===== config.mk =====
export PLATFORM = sky130hd
export DESIGN_NAME = wsg_wait_state_generator
export DESIGN_NICKNAME = d
export VERILOG_FILES = /design/src/rtl/wsg_pkg.sv /design/src/rtl/wsg_wait_state_generator.sv
export SDC_FILE = /design/constraint.sdc
export NUM_CORES = 1
export LEC_CHECK = 0
export ABC_AREA = 0
export ABC_CLOCK_PERIOD_IN_PS = 2200
export BUFFER_PORTS_ARGS = -buffer_cell sky130_fd_sc_hd__buf_2
export CAP_MARGIN = 30
export CORE_MARGIN = 2
export CORE_UTILIZATION = 35
export CTS_CLUSTER_DIAMETER = 60
export DETAILED_ROUTE_END_ITERATION = 10
export PLACE_DENSITY_LB_ADDON = 0.25
export RECOVER_POWER = 50
export SYNTH_ARGS = -nofsm -noshare
export SYNTH_HDL_FRONTEND = slang
export SYNTH_SLANG_ARGS = --single-unit

===== constraint.sdc =====
create_clock -name mclk_i -period 2.2 [get_ports mclk_i]
set_input_delay 0.55 -clock mclk_i [delete_from_list [all_inputs] [get_ports mclk_i]]
set_output_delay 0.55 -clock mclk_i [all_outputs]
set_load 0.02 [all_outputs]

===== src/rtl/wsg_pkg.sv =====
/*
 * wsg_pkg: constants, request carrier and state record of the wait-state generator.
 * assumes: a single cpu output clock domain and one outstanding bus access at a time.
 */
package wsg_pkg;

   // ****************************************************************
   // register map
   // ****************************************************************
   localparam logic [15:0] WSG_CTRL_ADDR   = 16'hFFFF;
   localparam int          WSG_CTRL_BITS   = 4;
   localparam logic [3:0]  WSG_CTRL_RESET  = 4'hF;
   localparam int          WSG_BIT_PROG    = 0;
   localparam int          WSG_BIT_DATA    = 1;
   localparam int          WSG_BIT_IO      = 2;
   localparam int          WSG_BIT_TRACE   = 3;
   localparam int          WSG_DATA_W      = 16;

   // ****************************************************************
   // memory spaces, coded as the index of their wait bit and select
   // ****************************************************************
   localparam logic [1:0]  WSG_SP_PROG     = 2'h0;
   localparam logic [1:0]  WSG_SP_DATA     = 2'h1;
   localparam logic [1:0]  WSG_SP_IO       = 2'h2;
   localparam logic [2:0]  WSG_SEL_NONE    = 3'h7;
   // clocks a read counts in transfer before it may end, so that both pin synchroniser stages see the strobed bus
   localparam logic [1:0]  WSG_SYNC_CLKS   = 2'h2;

   typedef enum logic [1:0] {
      WSG_IDLE,
      WSG_WAIT,
      WSG_XFER
   } wsg_phase_e;

   typedef struct packed {
      logic        valid;
      logic        write;
      logic [1:0]  space;
      logic [15:0] addr;
      logic [15:0] wdata;
   } wsg_req_s;

   typedef struct packed {
      wsg_phase_e  phase;
      logic [3:0]  ctrl;
      logic        rdy_m;
      logic        rdy_s;
      logic [15:0] din_m;
      logic [15:0] din_s;
      logic [15:0] addr;
      logic [15:0] dout;
      logic        doe;
      logic        rd_n;
      logic        wr_n;
      logic [2:0]  sel_n;
      logic        write;
      logic        done;
      logic        busy;
      logic [1:0]  settle;
      logic [15:0] rdata;
   } wsg_state_s;

endpackage


===== src/rtl/wsg_wait_state_generator.sv =====
/*
 * wsg_wait_state_generator: external bus sequencer with a per-space wait-state
 * generator, an external ready stretch and program address tracing on the idle bus.
 * assumes: the cpu holds req_i stable while busy_o is high; ready and read data pins
 * are asynchronous and pass two flip-flops; the wait_state_control register sits in
 * i/o space and is never forwarded to the pins.
 * a read ends three clocks into its transfer phase at the earliest: data and ready
 * are seen through two flip-flops, so an earlier end would return a stale word.
 */
// How it works
// - wait bit set inserts one wait on every external read of its space; writes always get one
// - low ready stretches access any number cycles
// - generator adds only zero or one wait
// - reset sets all control bits to one
// - every external write lasts two clocks while ready is high
// - control register read/write at top i/o address
// - upper twelve control bits read as zero
// - trace program address on idle bus
// - trace mode adds no wait state
// - i/o bit gives one wait on reads
// - data bit gives one wait on reads
// - program bit gives one wait on reads
`timescale 1ns/1ns
module wsg_wait_state_generator
   import wsg_pkg::*;
(
   input  wire logic        mclk_i,
   input  wire logic        arst_n_i,
   input  wire wsg_req_s    req_i,
   input  wire logic [15:0] prog_addr_i,
   output logic             busy_o,
   output logic             done_o,
   output logic [15:0]      rdata_o,
   output logic [3:0]       ctrl_o,
   output logic [15:0]      ext_addr_o,
   output logic [15:0]      ext_data_o,
   output logic             ext_data_oe_o,
   input  wire logic [15:0] ext_data_i,
   input  wire logic        ext_ready_i,
   output logic             ext_rd_n_o,
   output logic             ext_wr_n_o,
   output logic [2:0]       ext_sel_n_o
);

   // ****************************************************************
   // state
   // ****************************************************************
   wsg_state_s st_r;
   wsg_state_s st_nxt;

   logic       take;
   logic       reg_hit;
   logic       need_wait;

   assign take      = req_i.valid && (st_r.phase == WSG_IDLE) && !st_r.busy;
   assign reg_hit   = (req_i.space == WSG_SP_IO) && (req_i.addr == WSG_CTRL_ADDR);
   // writes always get the extra clock; reads only when their space bit asks
   assign need_wait = req_i.write || st_r.ctrl[req_i.space];

   // ****************************************************************
   // next state
   // ****************************************************************
   always_comb begin
      st_nxt       = st_r;
      // only the second stage of each synchroniser is read below
      st_nxt.rdy_m = ext_ready_i;
      st_nxt.rdy_s = st_r.rdy_m;
      st_nxt.din_m = ext_data_i;
      st_nxt.din_s = st_r.din_m;
      st_nxt.done  = 1'b0;
      case (st_r.phase)
         WSG_IDLE: begin
            st_nxt.busy  = 1'b0;
            st_nxt.doe   = 1'b0;
            st_nxt.rd_n  = 1'b1;
            st_nxt.wr_n  = 1'b1;
            st_nxt.sel_n = WSG_SEL_NONE;
            if (st_r.ctrl[WSG_BIT_TRACE]) begin
               st_nxt.addr = prog_addr_i;
            end
            if (take && reg_hit) begin
               st_nxt.done = 1'b1;
               if (req_i.write) begin
                  st_nxt.ctrl = req_i.wdata[WSG_CTRL_BITS-1:0];
               end
               st_nxt.rdata = {{(WSG_DATA_W-WSG_CTRL_BITS){1'b0}}, st_r.ctrl};
            end else if (take) begin
               st_nxt.busy               = 1'b1;
               st_nxt.addr               = req_i.addr;
               st_nxt.dout               = req_i.wdata;
               st_nxt.write              = req_i.write;
               st_nxt.doe                = req_i.write;
               st_nxt.rd_n               = req_i.write;
               st_nxt.wr_n               = !req_i.write;
               st_nxt.sel_n              = WSG_SEL_NONE;
               st_nxt.sel_n[req_i.space] = 1'b0;
               st_nxt.settle             = '0;
               // trace bit is not part of need_wait
               st_nxt.phase = need_wait ? WSG_WAIT : WSG_XFER;
            end
         end
         WSG_WAIT: begin
            st_nxt.phase = WSG_XFER;
         end
         WSG_XFER: begin
            // a read waits until both synchroniser stages hold bus values from inside the
            // transfer phase; a write drives the bus itself and ends on the first clock its synchronised ready is high
            if (st_r.settle != WSG_SYNC_CLKS) begin
               st_nxt.settle = st_r.settle + 2'h1;
            end
            if (st_r.rdy_s && (st_r.write || (st_r.settle == WSG_SYNC_CLKS))) begin
               st_nxt.phase = WSG_IDLE;
               st_nxt.done  = 1'b1;
               st_nxt.busy  = 1'b0;
               st_nxt.doe   = 1'b0;
               st_nxt.rd_n  = 1'b1;
               st_nxt.wr_n  = 1'b1;
               st_nxt.sel_n = WSG_SEL_NONE;
               if (!st_r.write) begin
                  st_nxt.rdata = st_r.din_s;
               end
            end
         end
         default: begin
            st_nxt.phase = WSG_IDLE;
         end
      endcase
   end

   // ****************************************************************
   // registers
   // ****************************************************************
   always_ff @(posedge mclk_i or negedge arst_n_i) begin
      if (!arst_n_i) begin
         st_r       <= '0;
         st_r.phase <= WSG_IDLE;
         st_r.ctrl  <= WSG_CTRL_RESET;
         st_r.rd_n  <= 1'b1;
         st_r.wr_n  <= 1'b1;
         st_r.sel_n <= WSG_SEL_NONE;
      end else begin
         st_r <= st_nxt;
      end
   end

   assign busy_o        = st_r.busy;
   assign done_o        = st_r.done;
   assign rdata_o       = st_r.rdata;
   assign ctrl_o        = st_r.ctrl;
   assign ext_addr_o    = st_r.addr;
   assign ext_data_o    = st_r.dout;
   assign ext_data_oe_o = st_r.doe;
   assign ext_rd_n_o    = st_r.rd_n;
   assign ext_wr_n_o    = st_r.wr_n;
   assign ext_sel_n_o   = st_r.sel_n;
endmodule

==> out/metrics.yaml <==
status:
  status: "completed"
run:
  maxCapViolCount: 0
clock_tree:
  tritoncts: "yes"
  clkSinkCount: 99
  ctsHoldBuffers: 0
  path_clk_slew_ns: 0.07
  clk_path_buf_depth: 2
  cts-root-buf: "clkbuf_16"
  cts_made_buffers: 9
  cts_max_level: 3
  cts_resized: 0
  clk-insertion-delay-late_ns: 0.35
  post-cts-setup-buffers: 0
layout:
  drive_gt1_frac: 0.5066
  seqCellArea_mm2: 0.002489
  fin_nets: 521
  multi_input_area_mm2: 0.001388
  final.fill_count: 1257
  fin_util: 0.4207
  antenna_cells: 0
  area_growth_pct: 18.73
synth:
  synth_warnings: 0
  synth_cell_types: 49
  ys_ff_latch: 99
  synth_cells: 359
  ys.flop_type: "dfrtp_1"
  synth-edff-count: 0
  netlist_area_mm2: 0.004417
  synthArstFlopShare: 1.000
  synth_nets: 431
  ys_seq_area_frac: 0.5635
  avgSynthCellArea_um2: 12.30
sta:
  rsz0062_at_grt: "no"
  timing.fmax_mhz: 537.1
  fin_skew_ns: 0.01248
  finalSetupTns_ns: 0
  finalHoldViolCount: 0
  finalMaxSlewViolations: 0
  worst_pin_slew_ns: 1.232
  maxSlewHeadroom: 0.1787
  finalSetupViolCount: 0
  period_needed_ns: 1.862
  fin_crit_sh: 0.8464
floorplan:
  dieHeight_um: 116.3
  core_mm2: 0.01247
  fp.dieW_um: 116.3
  io_pins: 131
  floorplan.initialDensity: 0.3543
  std_cell_rows: 41
  dieArea_mm2: 0.01353
drt:
  dr.pass1.iters: 4
  post_drt_wl_per_cell_um: 15.38
  detailedRoute.firstIterationViolations: 112
  drc: 0
  wl_mm: 9.630
  viasPerCell: 4.685
  ant_nets: 0
  via_count: 2933
setup_path:
  r2r-end: "rdata_o[4]$_DFFE_PN0P_"
  worstSetupPathType: "reg -> reg"
  setup.worst_path.start: "st_r[16]$_DFFE_PN0P_"
  rrSetupSlack_ns: 0.34
  rr_worst_depth: 7
  setup.worst_path.start_class: "flop"
  critPathCaptureType: "flop"
  endpoint: "rdata_o[4]$_DFFE_PN0P_"
  worstPathMaxFanout: 11
  reg2reg_from: "st_r[16]$_DFFE_PN0P_"
  cp.arrival_ns: 2.09
  required_ns: 2.42
pwr:
  p_per_area_mw_per_mm2: 1298
  p_int_w: 0.004373
  seqPwrFrac: 0.399
  p_leak_nw: 2.464
  ir_worst_vdd_uv: 567.8
  pwr-share-comb: 0.378
  clock_power_share: 0.223
  switching_share: 0.3574
  power.switching_w: 0.002432
global_routing:
  grt_first_pass_wirelength_mm: 15.08
  grt_usage: 0.1478
  antenna_found_initial: 0
  first_global_vias: 2989
  grt_overflow: 0
  grt_max_degree: 46
place:
  place_congestion: 0.7633
  dp_hpwl_mm: 7.156
  port_buffers: 130
hold_path:
  hold_path.class: "in -> reg"
[routing by layer]
layer | global-route usage | vias up | wire [µm]
met2 | 0.2422 | 66 | 4851
met3 | 0.04930 | 9 | 486
met5 | 0 | - | 0
li1 | - | 1394 | -
met1 | 0.1835 | 1464 | 4160
met4 | 0.05159 | 0 | 132
[worst min path at each step]
stage,from,end,slack [ns],depth (start not counted)
after floorplan,arst_n_i,busy_o$_DFFE_PN0P_,0.25,0
after global placement,st_nxt[70]$_DFF_PN0_,st_r[70]$_DFF_PN0_,0.33,0
after detailed placement,st_nxt[60]$_DFF_PN0_,st_r[60]$_DFF_PN0_,0.33,0
after CTS,arst_n_i,st_r[17]$_DFFE_PN0P_,0.09,1
after global routing,ext_data_i[6],st_nxt[65]$_DFF_PN0_,0.29,1
final,ext_data_i[1],st_nxt[60]$_DFF_PN0_,0.31,1
[cell type report]
cell class              count  area share
well taps                 172     0.04104
inverters                  13    0.009306
clock inverters             4    0.006204
multi-input cells         175      0.2646
clock buffers              12     0.04891
repair buffers            151      0.1553
flip-flops and latches     99      0.4746
[synth_stat cells (all sizes together) (2+ instances only)]
cell type | number | area, µm²
a21oi | 9 | 60.06
a31o | 11 | 96.34
a31oi | 2 | 18.77
a32oi | 10 | 87.58
and2 | 22 | 137.6
and4 | 2 | 20.02
buf | 60 | 452.9
clkbuf | 12 | 45.04
dfrtp | 90 | 2252
dfstp | 9 | 236.5
inv | 13 | 48.80
mux2 | 37 | 416.7
mux2i | 4 | 40.04
nand2 | 14 | 52.55
nand2b | 2 | 12.51
nand4 | 13 | 81.33
nor2 | 11 | 41.29
nor3 | 2 | 15.01
o2111ai | 10 | 87.58
o21ai | 5 | 28.78
or3b | 2 | 17.52
[power groups by stage]
| stage | Combinational [W] | Clock (W) | Sequential, W |
|---|---|---|---|
| global placement | 0.00257 | 0 | 0.00273 |
| CTS | 0.00262 | 0.00157 | 0.00273 |
| detailed placement | 0.00262 | 0 | 0.00276 |
| finish | 0.00257 | 0.00152 | 0.00271 |
| floorplan | 0.00231 | 0 | 0.00270 |
| global route | 0.00282 | 0.00164 | 0.00278 |
[placed cells by master (no fill, tap or decap), types with 2 or more instances in the layout]
master	instances
buf_2	129
dfrtp_1	90
mux2_2	34
and2_1	22
buf_4	17
nand2_1	14
nand4_1	13
inv_1	13
nor2_1	11
a31o_2	11
a32oi_1	10
o2111ai_1	10
clkbuf_16	9
dfstp_2	9
a21oi_1	7
o21ai_0	4
mux2i_1	4
mux2_1	3
nand2b_1	2
or3b_2	2
clkinvlp_4	2
clkbuf_8	2
clkbuf_1	2
inv_6	2
clkbuf_2	2
[kinds of logic (layout without fill, tap and decap cells)]
logic type,count (synthesis),after routing,synth area share
flip-flops,99,99,0.5635
buffers and inverters,85,180,0.1238
AND/OR/NAND/NOR,77,77,0.1014
AO/OA/AOI/OAI,55,55,0.1000
multiplexers,42,42,0.1085
adder cells (fa/ha/maj),1,1,0.002832
[flip-flops by register name, indices dropped and copies added, names as in the netlist]
signal         cells
rdata_o           16
ext_data_oe_o      1
st_nxt            17
st_r              22
ext_rd_n_o         1
done_o             1
ext_sel_n_o        3
ext_wr_n_o         1
ctrl_o             4
busy_o             1
ext_data_o        16
ext_addr_o        16
[per-stage QoR]
stage / std cells / hold WS (ns) / area (µm²) / worst slack [ns] / total power [W]
6_report: 626 / 0.3067 / 5244 / 0.3380 / 0.006804
2_1_floorplan: 359 / 0.2544 / 4417 / 0.2950 / 0.005008
5_1_grt: 626 / 0.2934 / 5244 / 0.1408 / 0.007245
3_5_place_dp: 610 / 0.3347 / 4976 / 0.09783 / 0.005375
3_3_place_gp: 610 / 0.3327 / 4976 / 0.1847 / 0.005308
4_1_cts: 626 / 0.08651 / 5265 / 0.3107 / 0.006922
[critical path, cell delays in order, from the launching register on]
cell	delay, ns
dfrtp_1	0.38
inv_1	0.07
ha_1	0.20
nand3b_1	0.12
a211oi_1	0.40
nand3_1	0.12
buf_4	0.19
a31o_2	0.25
No activity file was read; power rests on OpenSTA's default activity.
